### config.mk
export PLATFORM = sky130hd
export DESIGN_NAME = relay_matrix_display_driver
export DESIGN_NICKNAME = d
export VERILOG_FILES = /design/src/verilog/flash_pacer.v /design/src/verilog/alarm_relays.v /design/src/verilog/relay_matrix_display_driver.v
export VERILOG_INCLUDE_DIRS = /design/src /design/src/include
export SDC_FILE = /design/constraint.sdc
export NUM_CORES = 1
export LEC_CHECK = 0
export ABC_AREA = 1
export BUFFER_PORTS_ARGS = -buffer_cell sky130_fd_sc_hd__clkbuf_2
export CAP_MARGIN = 20
export CORE_ASPECT_RATIO = 0.9
export CORE_MARGIN = 5
export CORE_UTILIZATION = 34
export DETAILED_ROUTE_END_ITERATION = 8
export HOLD_SLACK_MARGIN = 0.15
export PLACE_DENSITY_LB_ADDON = 0.05
export SYNTH_ARGS = -nofsm -noshare
export SYNTH_HDL_FRONTEND = slang
export SYNTH_SLANG_ARGS = --single-unit
### constraint.sdc
create_clock -name clk_sys -period 1.5 [get_ports clk_sys]
set_input_delay 0.075 -clock clk_sys [delete_from_list [all_inputs] [get_ports clk_sys]]
set_output_delay 0.075 -clock clk_sys [all_outputs]
set_load 0.005 [all_outputs]
### src/include/relay_matrix_defines.vh
// Constants for the relay matrix display driver: offsets, codes and bit positions.
// Assumes inclusion by bare name from the design files.
`ifndef RELAY_MATRIX_DEFINES_VH
`define RELAY_MATRIX_DEFINES_VH

// Register byte offsets.
`define OFS_DISPLAY_WORD 8'h00
`define OFS_ALARM_WORD 8'h04
`define OFS_INT_STATUS 8'h08
`define OFS_INT_CLEAR 8'h0C
`define OFS_INT_ENABLE 8'h10
`define OFS_DISCRETE_STATUS 8'h14

// Reset values.
`define RST_ALARM_WORD 5'h00
`define RST_INT_ENABLE 4'h0
`define RST_ROW 11'h000

// Display word layout: row code in word bits 14..11, columns in 10..0.
`define ROW_CODE_MSB 14
`define ROW_CODE_LSB 11
`define COL_MSB 10

// Row codes per row number.
`define CODE_ROW1 4'h1
`define CODE_ROW2 4'h2
`define CODE_ROW3 4'h3
`define CODE_ROW4 4'h4
`define CODE_ROW5 4'h5
`define CODE_ROW6 4'h6
`define CODE_ROW7 4'hC
`define CODE_ROW8 4'h7
`define CODE_ROW9 4'h8
`define CODE_ROW10 4'h9
`define CODE_ROW11 4'hA
`define CODE_ROW12 4'hB
`define CODE_ROW13 4'hE

// Column index (column bit minus one) of special relays.
`define COL_SPECIAL 10
`define COL_INERTIAL_FAIL 7
`define COL_ACCEL_FAIL 6
`define COL_ANGLE_FAIL 5
`define COL_ENCODER_ZERO 4

// Alarm word bits.
`define AW_CHECK_FAIL 0
`define AW_TELEMETRY_FAIL 1
`define AW_PROGRAM_ALARM 2
`define AW_KEY_RELEASE 3
`define AW_COMP_ACTIVITY 4

// Interrupt status bits.
`define IRQ_NAV_DISCRETE 0
`define IRQ_FAILURE_FLAG 1
`define IRQ_COMP_FAIL 2
`define IRQ_BAD_ROW 3

`endif

### src/verilog/flash_pacer.v
// Flash pacer: toggles the verb and noun display phase on each timing request.
// Assumes the timing request comes from logic on clk_sys.
`timescale 1ns/1ps
module flash_pacer (
    input wire clk_sys,
    input wire rst_n,
    input wire flash_timing_request,
    input wire flash_enable_relay,
    output wire verb_noun_lit
);
    // Previous sample of the timing request, for edge detection.
    reg request_prev;
    // Current display phase; high means the displays are lit.
    reg phase;

    // The phase toggles on each rising request edge while flashing is enabled.
    always @(posedge clk_sys or negedge rst_n) begin
        if (!rst_n) begin
            request_prev <= 1'b0;
            phase <= 1'b1;
        end else begin
            request_prev <= flash_timing_request;
            if (!flash_enable_relay) begin
                // Without flashing the displays stay steadily lit.
                phase <= 1'b1;
            end else if (flash_timing_request && !request_prev) begin
                phase <= ~phase;
            end
        end
    end

    // The phase drives the verb and noun gating directly.
    assign verb_noun_lit = phase;
endmodule

### src/verilog/alarm_relays.v
// Alarm relays: nonlatching followers of the alarm word and alarm control inputs.
// Assumes all inputs are levels from logic on the same clock.
`timescale 1ns/1ps
`include "relay_matrix_defines.vh"
module alarm_relays (
    input wire [4:0] alarm_output_word,
    input wire [4:0] alarm_control,
    output wire check_failure_alarm,
    output wire telemetry_failure_alarm,
    output wire program_alarm,
    output wire key_release_indicator,
    output wire computer_activity_indicator,
    output wire [4:0] control_alarm_relays,
    output wire computer_failure_indicator
);
    // Each relay follows its input with no stored state.
    assign check_failure_alarm = alarm_output_word[`AW_CHECK_FAIL];
    assign telemetry_failure_alarm = alarm_output_word[`AW_TELEMETRY_FAIL];
    assign program_alarm = alarm_output_word[`AW_PROGRAM_ALARM];
    assign key_release_indicator = alarm_output_word[`AW_KEY_RELEASE];
    assign computer_activity_indicator = alarm_output_word[`AW_COMP_ACTIVITY];
    assign control_alarm_relays = alarm_control;

    // The check failure, the program alarm and every control alarm light the failure indicator.
    assign computer_failure_indicator = check_failure_alarm | program_alarm
        | (|alarm_control);
endmodule

### src/verilog/relay_matrix_display_driver.v
// Relay matrix display driver: 13 by 11 latching relays, alarm relays, register port.
// Assumes a single-cycle register master on clk_sys and same-clock alarm and timing inputs.
//
// How it works
// - Word bits 14..11 pick one relay row.
// - Code 0001 selects row one.
// - Only the selected row changes; all its columns load.
// - Matrix relays latch until readdressed.
// - Rows 7 and 13 drive discretes, not displays.
// - Columns 10..6 and 5..1 encode two digits.
// - Column 11 means sign, uplink or flash.
// - Flash toggles verb/noun at timing request rate.
// - Row 13 relays drive navigation discretes.
// - Any navigation discrete sets input bit 15.
// - Row 7 drives failure flags and encoder_zero_command.
// - Failure flags also go to annunciator.
// - Alarm relays follow inputs, never latch.
// - Alarms from alarm word and control logic.
// - Failure indicator ORs check fail, program alarm and controls.
//
// The strobed register port and the register offsets were decided locally.
`timescale 1ns/1ps
`include "relay_matrix_defines.vh"
module relay_matrix_display_driver #(
    parameter ROWS = 13,
    parameter COLS = 11
) (
    input wire clk_sys,
    input wire rst_n,
    // Register port.
    input wire [7:0] reg_addr,
    input wire [31:0] reg_wdata,
    input wire reg_write,
    input wire reg_read,
    output reg [31:0] reg_rdata,
    // Timing and alarm control inputs from the computer.
    input wire flash_timing_request,
    input wire [4:0] alarm_control,
    // Relay matrix outputs, row r at bits r*11 upward, flash gating applied.
    output wire [142:0] display_relays,
    output wire flash_enable_relay,
    output wire uplink_activity_indicator,
    output wire [5:0] sign_relays,
    output wire [10:0] navigation_discretes,
    output wire input_word3_bit15,
    output wire inertial_unit_failure,
    output wire accelerometer_failure,
    output wire angle_converter_failure,
    output wire encoder_zero_command,
    output wire [2:0] annunciator_failures,
    // Alarm relay outputs.
    output wire check_failure_alarm,
    output wire telemetry_failure_alarm,
    output wire program_alarm,
    output wire key_release_indicator,
    output wire computer_activity_indicator,
    output wire [4:0] control_alarm_relays,
    output wire computer_failure_indicator,
    output wire irq
);
    // Latched relay state of all rows, row r at bits r*11 upward.
    wire [142:0] matrix_state;
    // Stored alarm output word.
    reg [4:0] alarm_output_word;
    // Sticky interrupt status and its enable mask.
    reg [3:0] int_status;
    reg [3:0] int_enable;
    // Previous levels for rising-edge event detection.
    reg nav_any_prev;
    reg fail_any_prev;
    reg comp_fail_prev;
    // Decoded row of the current word and whether its code is defined.
    reg [3:0] row_index;
    reg row_valid;
    // Write strobe for the display word register.
    wire word_write;
    // Combined failure flag level and verb/noun flash phase.
    wire fail_any;
    wire verb_noun_lit;
    // Next interrupt status and the events that set it.
    reg [3:0] next_int_status;
    wire [3:0] int_event;
    // Clear mask from a write of the clear register.
    wire [3:0] int_clear;

    assign word_write = reg_write && (reg_addr == `OFS_DISPLAY_WORD);

    // Row decoder: word bits 14..11 map to one of thirteen rows.
    always @* begin
        row_valid = 1'b1;
        case (reg_wdata[`ROW_CODE_MSB:`ROW_CODE_LSB])
            `CODE_ROW1: begin
                row_index = 4'h0;
            end
            `CODE_ROW2: begin
                row_index = 4'h1;
            end
            `CODE_ROW3: begin
                row_index = 4'h2;
            end
            `CODE_ROW4: begin
                row_index = 4'h3;
            end
            `CODE_ROW5: begin
                row_index = 4'h4;
            end
            `CODE_ROW6: begin
                row_index = 4'h5;
            end
            `CODE_ROW7: begin
                row_index = 4'h6;
            end
            `CODE_ROW8: begin
                row_index = 4'h7;
            end
            `CODE_ROW9: begin
                row_index = 4'h8;
            end
            `CODE_ROW10: begin
                row_index = 4'h9;
            end
            `CODE_ROW11: begin
                row_index = 4'hA;
            end
            `CODE_ROW12: begin
                row_index = 4'hB;
            end
            `CODE_ROW13: begin
                row_index = 4'hC;
            end
            default: begin
                // Undefined codes select nothing.
                row_index = 4'hF;
                row_valid = 1'b0;
            end
        endcase
    end

    // One bank of latching relays per row.
    genvar r;
    generate
        for (r = 0; r < ROWS; r = r + 1) begin : g_row
            localparam [3:0] ROW_ID = r;
            // Relay contacts of this row; they hold until the row is written again.
            reg [10:0] row_state;
            // The whole row is loaded, so zero columns release their relays.
            always @(posedge clk_sys or negedge rst_n) begin
                if (!rst_n) begin
                    row_state <= `RST_ROW;
                end else if (word_write && row_valid && (row_index == ROW_ID)) begin
                    row_state <= reg_wdata[`COL_MSB:0];
                end
            end
            assign matrix_state[r*COLS +: COLS] = row_state;
        end
    endgenerate

    // Row 13 relays are the navigation discretes, lowest column first.
    assign navigation_discretes = matrix_state[12*COLS +: COLS];
    assign input_word3_bit15 = |navigation_discretes;

    // Row 7 carries failure flags and the encoder_zero_command command.
    assign inertial_unit_failure = matrix_state[6*COLS + `COL_INERTIAL_FAIL];
    assign accelerometer_failure = matrix_state[6*COLS + `COL_ACCEL_FAIL];
    assign angle_converter_failure = matrix_state[6*COLS + `COL_ANGLE_FAIL];
    assign encoder_zero_command = matrix_state[6*COLS + `COL_ENCODER_ZERO];
    assign annunciator_failures = {inertial_unit_failure, accelerometer_failure,
        angle_converter_failure};
    assign fail_any = |annunciator_failures;

    // Column 11 meaning depends on the row: signs, uplink or flash.
    assign sign_relays = {matrix_state[7*COLS + `COL_SPECIAL],
        matrix_state[5*COLS + `COL_SPECIAL], matrix_state[4*COLS + `COL_SPECIAL],
        matrix_state[3*COLS + `COL_SPECIAL], matrix_state[1*COLS + `COL_SPECIAL],
        matrix_state[0*COLS + `COL_SPECIAL]};
    assign uplink_activity_indicator = matrix_state[8*COLS + `COL_SPECIAL];
    assign flash_enable_relay = matrix_state[10*COLS + `COL_SPECIAL];

    // Flash pacer gates the verb and noun displays.
    flash_pacer u_flash_pacer (
        .clk_sys(clk_sys),
        .rst_n(rst_n),
        .flash_timing_request(flash_timing_request),
        .flash_enable_relay(flash_enable_relay),
        .verb_noun_lit(verb_noun_lit)
    );

    // Display drive: rows 10 and 11 digit columns blank in the dark flash phase.
    // Each display row carries two digit codes in columns 10..6 and 5..1.
    assign display_relays = {matrix_state[142:120],
        matrix_state[119:110] & {10{verb_noun_lit}},
        matrix_state[109:109], matrix_state[108:99] & {10{verb_noun_lit}},
        matrix_state[98:0]};

    // Alarm relays follow the stored alarm word and the alarm control levels.
    alarm_relays u_alarm_relays (
        .alarm_output_word(alarm_output_word),
        .alarm_control(alarm_control),
        .check_failure_alarm(check_failure_alarm),
        .telemetry_failure_alarm(telemetry_failure_alarm),
        .program_alarm(program_alarm),
        .key_release_indicator(key_release_indicator),
        .computer_activity_indicator(computer_activity_indicator),
        .control_alarm_relays(control_alarm_relays),
        .computer_failure_indicator(computer_failure_indicator)
    );

    // Alarm word and interrupt enable registers written by software.
    always @(posedge clk_sys or negedge rst_n) begin
        if (!rst_n) begin
            alarm_output_word <= `RST_ALARM_WORD;
            int_enable <= `RST_INT_ENABLE;
        end else if (reg_write) begin
            if (reg_addr == `OFS_ALARM_WORD) begin
                // Computer supplies its alarms through this word.
                alarm_output_word <= reg_wdata[4:0];
            end
            if (reg_addr == `OFS_INT_ENABLE) begin
                int_enable <= reg_wdata[3:0];
            end
        end
    end

    // Events: rising discrete summary, failure flag, failure indicator, bad row code.
    assign int_event = {word_write && !row_valid,
        computer_failure_indicator && !comp_fail_prev,
        fail_any && !fail_any_prev,
        input_word3_bit15 && !nav_any_prev};
    assign int_clear = (reg_write && (reg_addr == `OFS_INT_CLEAR)) ?
        reg_wdata[3:0] : 4'h0;

    // A set in the same cycle as its clear wins.
    always @* begin
        next_int_status = (int_status & ~int_clear) | int_event;
    end

    // Sticky status and edge history.
    always @(posedge clk_sys or negedge rst_n) begin
        if (!rst_n) begin
            int_status <= 4'h0;
            nav_any_prev <= 1'b0;
            fail_any_prev <= 1'b0;
            comp_fail_prev <= 1'b0;
        end else begin
            int_status <= next_int_status;
            nav_any_prev <= input_word3_bit15;
            fail_any_prev <= fail_any;
            comp_fail_prev <= computer_failure_indicator;
        end
    end

    // Level interrupt while an enabled status bit is set.
    assign irq = |(int_status & int_enable);

    // Read data stand for one cycle after the read strobe; otherwise zero.
    always @(posedge clk_sys or negedge rst_n) begin
        if (!rst_n) begin
            reg_rdata <= 32'h0000_0000;
        end else if (reg_read) begin
            case (reg_addr)
                `OFS_ALARM_WORD: begin
                    reg_rdata <= {27'h000_0000, alarm_output_word};
                end
                `OFS_INT_STATUS: begin
                    reg_rdata <= {28'h000_0000, int_status};
                end
                `OFS_INT_ENABLE: begin
                    reg_rdata <= {28'h000_0000, int_enable};
                end
                `OFS_DISCRETE_STATUS: begin
                    // Navigation discretes, summary, then row 7 outputs.
                    reg_rdata <= {16'h0000, encoder_zero_command, annunciator_failures,
                        input_word3_bit15, navigation_discretes};
                end
                default: begin
                    // Write-only and unmapped offsets read as zero.
                    reg_rdata <= 32'h0000_0000;
                end
            endcase
        end else begin
            reg_rdata <= 32'h0000_0000;
        end
    end
endmodule

# After elaboration in Yosys (flattened, before gate mapping)
# Cells that the tools add are included.
dict set report totals {
  elab_cells 104
  reg_bits 193
  inputBits 50
  output_inout_bits 214
}
dict set report classes {
  bitwise 9
  n_eq_ne 31
  mux 7
  n_reduce_logical 35
}
# cell count
set op_table {}
lappend op_table {{case mux 16 bit (4 select lines)} 1}
lappend op_table {{case mux 4 bit (13 select lines)} 1}
lappend op_table {{equality test 4 bit, second input constant} 11}
lappend op_table {{equality test 4 x 3 -> 1 bit, second input constant} 8}
lappend op_table {{2-to-1 mux 32 bit} 1}
lappend op_table {{logical AND 1 bit} 21}
lappend op_table {{bitwise AND 10 bit} 2}
lappend op_table {{equality test 4 x 2 -> 1 bit, second input constant} 4}
lappend op_table {{equality test 8 x 4 -> 1 bit, second input constant} 2}
lappend op_table {{equality test 8 x 5 -> 1 bit, second input constant} 2}
lappend op_table {{OR reduction 13 bit} 1}
lappend op_table {{OR reduction 11 bit} 1}
lappend op_table {{bitwise AND 4 bit} 2}
lappend op_table {{equality test 4 x 1 -> 1 bit, second input constant} 2}
lappend op_table {{equality test 8 x 3 -> 1 bit, second input constant} 1}
lappend op_table {{zero test 8 bit} 1}
lappend op_table {{zero test 1 bit} 5}
lappend op_table {{OR reduction 5 bit} 1}
lappend op_table {{zero test 4 bit} 1}
lappend op_table {{2-to-1 mux 4 bit} 1}
lappend op_table {{inverter 4 bit} 1}
lappend op_table {{bitwise OR 4 bit} 1}
lappend op_table {{AND reduction 2 bit} 2}
lappend op_table {{OR reduction 4 bit} 1}
lappend op_table {{other kinds (5)} 8}

# Longest topological paths before layout
# Gate-level depths: netlist of run 1.
dict set report depth {
  ltp_word 6
  mapped_depth 9
  depth_no_buf 7
}

# Modules after synthesis
# A second synthesis of run 1 with hierarchy kept.
dict set report hier_totals {
  hier_cells 974
  hier_area_um2 8176.6
}
# mod seq_area_each_um2 area_per_inst_um2 cells_per_inst instances
set modules_own_cells {}
lappend modules_own_cells {relay_matrix_display_driver 4379.2 7980.2 944 1}
lappend modules_own_cells {alarm_relays 0.0 120.1 22 1}
lappend modules_own_cells {flash_pacer 51.3 76.3 8 1}

# Least setup slack after synthesis of run 1
# Ideal clock, no wire load.
dict set report synth_timing {
  path_kind {in2reg}
  from {input reg_addr[7]}
  to {register g_row[9].row_state[5]}
  path_stages 8
  setup_slack_ns 0.462
  arrival_ns 0.920
  n_path_buf 2
  path_cell_list {nor2_2 -> nand4_1 -> nor2_2 -> buf_6 -> nand3_1 -> buf_2 -> nand2_1 -> nand2_1}
}
dict set report synth_via {
  elab_chain_cells 4
}
# item line_no
set synth_lines {}
lappend synth_lines {{from (decl)} relay_matrix_display_driver.v:31} ;# input wire [7:0] reg_addr,
lappend synth_lines {{zero test 8 bit (no line)} --}
lappend synth_lines {{logical AND 1 bit} relay_matrix_display_driver.v:86} ;# assign word_write = reg_write && (reg_addr == `OFS_DISPLAY_WORD);
lappend synth_lines {{logical AND 1 bit (2 in series)} relay_matrix_display_driver.v:150} ;# end else if (word_write && row_valid && (row_index == ROW_ID)) begin
lappend synth_lines {{to (signal assigned)} relay_matrix_display_driver.v:149} ;# row_state <= `RST_ROW;
lappend synth_lines {{to (signal assigned)} relay_matrix_display_driver.v:151} ;# row_state <= reg_wdata[`COL_MSB:0];
lappend synth_lines {{to (decl)} relay_matrix_display_driver.v:145} ;# reg [10:0] row_state;
# Every way passes these cells.
# A chain may end at the register's enable or synchronous reset.

# Final worst setup path of run 1
dict set report layout_timing {
  from {register g_row[12].row_state[7], in the netlist navigation_discretes[7]}
  to {output input_word3_bit15}
}
dict set report layout_via {
  elab_chain_cells 1
}
# item line_no
set layout_lines {}
lappend layout_lines {{from (decl)} relay_matrix_display_driver.v:145}
lappend layout_lines {{from (signal assigned)} relay_matrix_display_driver.v:149}
lappend layout_lines {{from (signal assigned)} relay_matrix_display_driver.v:151}
lappend layout_lines {{OR reduction 11 bit} relay_matrix_display_driver.v:160} ;# assign input_word3_bit15 = |navigation_discretes;
lappend layout_lines {{to (decl)} relay_matrix_display_driver.v:45} ;# output wire input_word3_bit15,
# Every way passes these cells.

==> run metrics, run 1 <==
static leakage 6.08 nW; io pins 264; crit share post-route 99.8%; fmax 668 MHz; First-pass DRT Iterations 6; # rows 53; Seq/Total Area, Yosys 54.2%; Starting Density 34.7%; Setup-failing EPs final 0; vias per cell 4.88; Clock transition at path regs 0.07 ns; Setup TNS 0 ns; clk_skew 0.00991 ns; Layout Utilization 45.2%; first-pass GRT wire length 42,900 um; Worst Path Class, Setup register to output port; Post-synth EDFFs 0; synth unique cells 26; core box area 23,500 um2; n_diodes 0; Fin. Hold Viols 0; DRC 0; gr usage total 20.0%; vias in the first global route 7,146; Max Root-Sink Buffers 2; Initial DRC Count 553; Ys Warns 0; CTS tree done; Vert. Die Dim 157 um; Post-DRT Antenna Nets 0; Min-Delay Path Class primary input to asynchronous set/reset pin; Peak supply drop 537 uV; die width 173 um; syn avg cell area 8.51 um2; Mapped Cells 960; Cell Area, Synth 8170 um2; GRT overflow 0; antenna violations before repair 1; DR WL/cell 18.3 um; fin nets 1,244; routed wire length 27,600 um; Final HPWL DP 18,800 um; clock sinks 177; Worst-Margin Slew 0.621 ns; critical path peak fanout 3; largest stage delay on the critical path 0.41 ns; cells along the critical path inv_1, nand4_1, nor2_1, nand2_1, clkbuf_2; Die ar. 27,200 um2; total power draw 9.82 mW; RSZ-0062 raised after global routing true; #FFs+latches synth 177; # fillers 2,369; status finished, final reports clean; GPL Wtd Cong 0.819; PortBufs 230; delay-heaviest family, CP flip-flops; startpoint types register; CTS HTree Levels 4; CTS Buf Count 17; Worst EP arrival 1.42 ns; Root Buffer clkbuf_16; synth-to-layout area growth 30.2%; max cap viols 0; layout cells sized above 1 31.8%; worst path required time 1.42 ns; Bufs and invs on worst path 2; Rel. slew slack 58.6%; slowest CP cell dfrtp_1; pin count of the biggest net entering global routing 50; crit path capture type output port; Tmin final 1.50 ns; total number of vias 7,361; Pwr per Cell Area 923 nW/um2; worst skew pair latency 0.43 ns; ys async rst share 100%; Synth Flop Type dfrtp_1; max-slew violations 0
## cell usage after synthesis (2+ instances only)
cell type / count / area (um2)
inv_1: 53 / 199
or2_1: 2 / 12.5
nand3_1: 26 / 130
o21ai_1: 3 / 15.0
nand4_1: 148 / 926
a21oi_1: 3 / 15.0
nor2_2: 5 / 31.3
nor2_4: 3 / 33.8
nand2_1: 351 / 1320
clkbuf_1: 20 / 75.1
dfrtp_1: 176 / 4400
nor3_1: 3 / 15.0
inv_2: 3 / 11.3
buf_4: 57 / 428
nand3_2: 7 / 70.1
nor2_1: 40 / 150
o21ai_0: 9 / 45.0
buf_2: 43 / 215
## cell type report
cell class,count,area [um2],share of cell area [%]
clock buffer,20,457,4.29
clock inverter,12,97.6,0.918
inverter,56,213,2.00
tap,302,378,3.55
multi-input combinational,620,2980,28.0
sequential,177,4440,41.7
timing repair buffer,322,2080,19.5
## cell families after synthesis
family	after synthesis	share of synthesized area (%)
AO/OA/AOI/OAI	18	1.19
buffers and inverters	178	11.6
flip-flops	177	54.2
other	1	0.0459
AND/OR/NAND/NOR	586	33.0
## layer usage
| metal | share of wire, % | vias to the layer above | GRT usage [%] | routed length [um] |
|---|---|---|---|---|
| li1 | - | 3560 | - | - |
| met1 | 50 | 3579 | 30.5 | 13800 |
| met2 | 43 | 203 | 28.9 | 11900 |
| met3 | 5.9 | 17 | 5.21 | 1620 |
| met4 | 0.70 | 2 | 3.99 | 192 |
| met5 | 0.069 | - | 0 | 19 |
## flip-flops by register name, summed over array words and instances (netlist names)
signal                       count
int_status                       4
alarm_output_word                5
reg_rdata                       16
u_flash_pacer.request_prev       1
g_row.row_state                132
u_flash_pacer.verb_noun_lit      1
nav_any_prev                     1
navigation_discretes            11
fail_any_prev                    1
comp_fail_prev                   1
int_enable                       4
## where the power goes
part / switching [mW] / internal (mW)
registers: 0.0288 / 4.81
clock network: 2.04 / 2.24
logic: 0.492 / 0.212
total: 2.56 / 7.26
## final timing paths
check / start / depth (start not counted) / endpoint / slack (ns)
max in group asynchronous: rst_n / 3 / navigation_discretes[1]$_DFFE_PN0P_ / 0.71
worst max register to register: navigation_discretes[7]$_DFFE_PN0P_ / 7 / int_status[0]$_DFF_PN0_ / 0.29
worst min-delay path: rst_n / 2 / reg_rdata[3]$_DFF_PN0_ / 0.17
worst max-delay path: navigation_discretes[7]$_DFFE_PN0P_ / 5 / input_word3_bit15 / 0.003
min in group clk_sys: reg_addr[2] / 6 / alarm_output_word[4]$_DFFE_PN0P_ / 0.17
worst min register to register: g_row[1].row_state[1]$_DFFE_PN0P_ / 2 / g_row[1].row_state[1]$_DFFE_PN0P_ / 0.47
## worst reg2reg max path, cell delays in order (launching register included)
cell and delay [ns]:
dfrtp_1 0.41, inv_1 0.08, nand4_1 0.12, nor2_1 0.14, nand2_1 0.11, buf_4 0.15
nand2_1 0.05, nand2_1 0.05
## metrics by stage
step / instance area [um2] / cells / setup slack (ns) / hold WS (ns)
CTS: 10400 / 1498 / -0.0556 / 0.151
detailed placement: 9600 / 1445 / 0.0301 / 0.0801
finish: 10600 / 1509 / 0.00323 / 0.168
global route: 10600 / 1509 / -0.0969 / 0.184
floorplan: 8220 / 975 / 0.462 / -0.221
global placement: 9600 / 1445 / 0.0747 / 0.0780
## cell usage in the layout, fill, tap and decap left out, types with 2 or more instances in the layout
cell type and instances:
or2_1 2, buf_2 4, nand2_4 4, nor3_1 2, buf_12 9, o21ai_0 9
inv_2 10, nor2_2 8, nand2_1 342, clkbuf_16 18, dfrtp_1 174, buf_6 12
nand3_1 25, inv_6 5, nor2_1 35, a21oi_1 3, dlygate4sd3_1 16, nand3_4 7
nand4_1 148, o21ai_1 3, buf_4 58, clkinvlp_4 3, clkbuf_8 2, clkbuf_2 221
clkinv_4 3, nand2_2 6, inv_1 45, dfrtp_2 2, conb_1 16, nor2_4 5
## what timing repair did
item                       CTS  global route
hold endpoints to repair   211             2
cloned                       0             1
buffers inserted             7             8
pin swaps                    0             1
gates resized for setup      8            51
hold buffers                14             4
setup endpoints to repair   21           146
No activity file was read; power rests on OpenSTA's default activity.
==> run 2: changes to the inputs <==
--- a/config.mk
+++ b/config.mk
@@ -14,5 +14,4 @@
 export CORE_UTILIZATION = 34
 export DETAILED_ROUTE_END_ITERATION = 8
-export HOLD_SLACK_MARGIN = 0.15
 export PLACE_DENSITY_LB_ADDON = 0.05
 export SYNTH_ARGS = -nofsm -noshare
==> constraint.sdc (replaced) <==
create_clock -name clk_sys -period 1.5 [get_ports clk_sys]
set_input_delay 0.225 -clock clk_sys [delete_from_list [all_inputs] [get_ports clk_sys]]
set_output_delay 0.225 -clock clk_sys [all_outputs]
set_load 0.005 [all_outputs]
==> run 2 against run 1 <==
  * The flow now finishes with violations (setup timing)
  * Total power up 1.5%
  * Non-clock buffer count down 8
  * Global-route usage down 0.080 points
  * Sequential power about the same
  * Wire length down 0.97%
  * Maximum frequency down 6.9%
  * Combinational power down 3.8%
  * First-iteration DRC count down 8.1%
  * Final area down 1.7%
  * Utilization down 0.77 points
==> run metrics, run 2 (synthesis gave the netlist of run 1 again) <==
status finished with violations; failing checks setup timing; gr usage total 20.0%; reg2reg path depth 9; fmax 622 MHz; CTS tree done; static leakage 6.06 nW; Setup-failing EPs final 21; Layout Cells excl Fill 1,501; met3 Use GR 4.97%; Top reg by flops g_row.row_state; PortBufs 230; fin nets 1,236; most common library cell in the layout ignoring fill and taps nand2_1; Clock transition at path regs 0.07 ns; routed wire length 27,300 um; Fin. Hold Viols 0; DR WL/cell 18.2 um; Cells on Worst Hold Path 3; crit share post-route 107%; hold_ws 0.0820 ns; cells along the critical path buf_4, buf_6, nand2_2, inv_2, buf_6; Pwr per Cell Area 954 nW/um2; pre-CTS WS -0.0311 ns; first-pass GRT wire length 42,600 um; max cap viols 0; slowest CP cell dfstp_2; Worst EP arrival 1.38 ns; RSZ-0062 raised after global routing true; Max Root-Sink Buffers 2; Rel. slew slack 61.1%; Design Area, Final 10,500 um2; final setup margin -0.108 ns; delay-heaviest family, CP flip-flops; # rows 53; DRC 0; largest stage delay on the critical path 0.57 ns; worst skew pair latency 0.43 ns; synth-to-layout area growth 28.0%; clock sinks 177; layout cells sized above 1 31.4%; max reg flops 132; grt met1 use 29.6%; clk_skew 0.0114 ns; Final HPWL DP 18,900 um; Vert. Die Dim 157 um; Hold Startpoint reg_read; hold endpoint reg_rdata[4]$_DFF_PN0_; Post-DRT Antenna Nets 0; GPL Wtd Cong 0.801; vias in the first global route 7,180; Peak supply drop 513 uV; Worst-Margin Slew 0.583 ns; Starting Density 34.7%; total number of vias 7,287; io pins 264; Min-Delay Path Class primary input to register; cell mode on critical path buf_6; most frequent cells in the layout 348 x nand2_1, 226 x clkbuf_2, 172 x dfrtp_1, 148 x nand4_1, 66 x buf_4; GR peak layer met2; core box area 23,500 um2; startpoint types register; pin count of the biggest net entering global routing 42; Inst Count DP 1,450; Root Buffer clkbuf_16; critical path peak fanout 3; antenna violations before repair 2; worst path required time 1.27 ns; RR Endpoint int_status[0]$_DFF_PN0_; Initial DRC Count 508; Die ar. 27,200 um2; vias per cell 4.85; CTS HTree Levels 4; CTS Buf Count 17; Cell Area, Placed 9700 um2; max-slew violations 0; die width 173 um; met2 Resource Use GR 29.6%; GRT overflow 0; Tmin final 1.61 ns; FF-to-FF setup slack 0.11 ns; n_diodes 0; crit path capture type output port; Critical R2R Launch navigation_discretes[5]$_DFFE_PN0P_; Bufs and invs on worst path 4; First-pass DRT Iterations 4; Worst Path Class, Setup register to output port
[run 2: repair_timing]
action,CTS,global route
hold endpoints to repair,25,0
buffers inserted,15,3
pin swaps,3,2
cloned,0,0
setup endpoints to repair,22,23
hold buffers,2,0
resized for setup,5,13
[run 2: metrics by stage]
stage	utilization, %	TNS [ns]	power [mW]
after floorplan	-	0	5.21
after global placement	41.2	-0.334	5.59
after detailed placement	41.2	-0.268	5.60
after CTS	44.2	-2.19	10.1
after global routing	44.4	-3.38	10.4
final	44.4	-1.66	9.97
[run 2: where the power goes]
part	internal, mW	total (mW)	switching (mW)
Combinational	0.202	0.677	0.474
Sequential	4.81	4.83	0.0285
Clock	2.41	4.46	2.05
[run 2: cell type report]
cell class | instances | area [um2]
fillers | 2383 | 13100
flip-flops and latches | 177 | 4440
multi-input cells | 620 | 2870
repair buffers | 314 | 1980
clock buffers | 20 | 457
well taps | 302 | 378
inverters | 56 | 213
clock inverters | 12 | 120
[run 2: per-layer routing]
layer	wire length, um	vias to the layer above
li1	-	3547
met1	13400	3501
met2	11800	211
met3	1680	24
met4	299	4
met5	27	-
[run 2: how the worst max path moves through the flow]
stage / end / cells past startpoint / startpoint / slack [ns]
final: display_relays[105] / 5 / u_flash_pacer.verb_noun_lit$_DFFE_PN1P_ / -0.11
after global routing: display_relays[108] / 4 / u_flash_pacer.verb_noun_lit$_DFFE_PN1P_ / -0.19
after CTS: input_word3_bit15 / 5 / navigation_discretes[6]$_DFFE_PN0P_ / -0.12
after detailed placement: g_row[5].row_state[8]$_DFFE_PN0P_ / 8 / reg_addr[7] / -0.03
after global placement: g_row[5].row_state[5]$_DFFE_PN0P_ / 8 / reg_addr[7] / -0.03
after floorplan: g_row[9].row_state[5]$_DFFE_PN0P_ / 8 / reg_addr[7] / 0.31
[run 2: worst reg2reg max path: cells and delay by family (launching register included)]
kind	cells	cell delay, ns
DFF	1	0.37
and+or+nand+nor	5	0.45
buffers and inverters	4	0.45
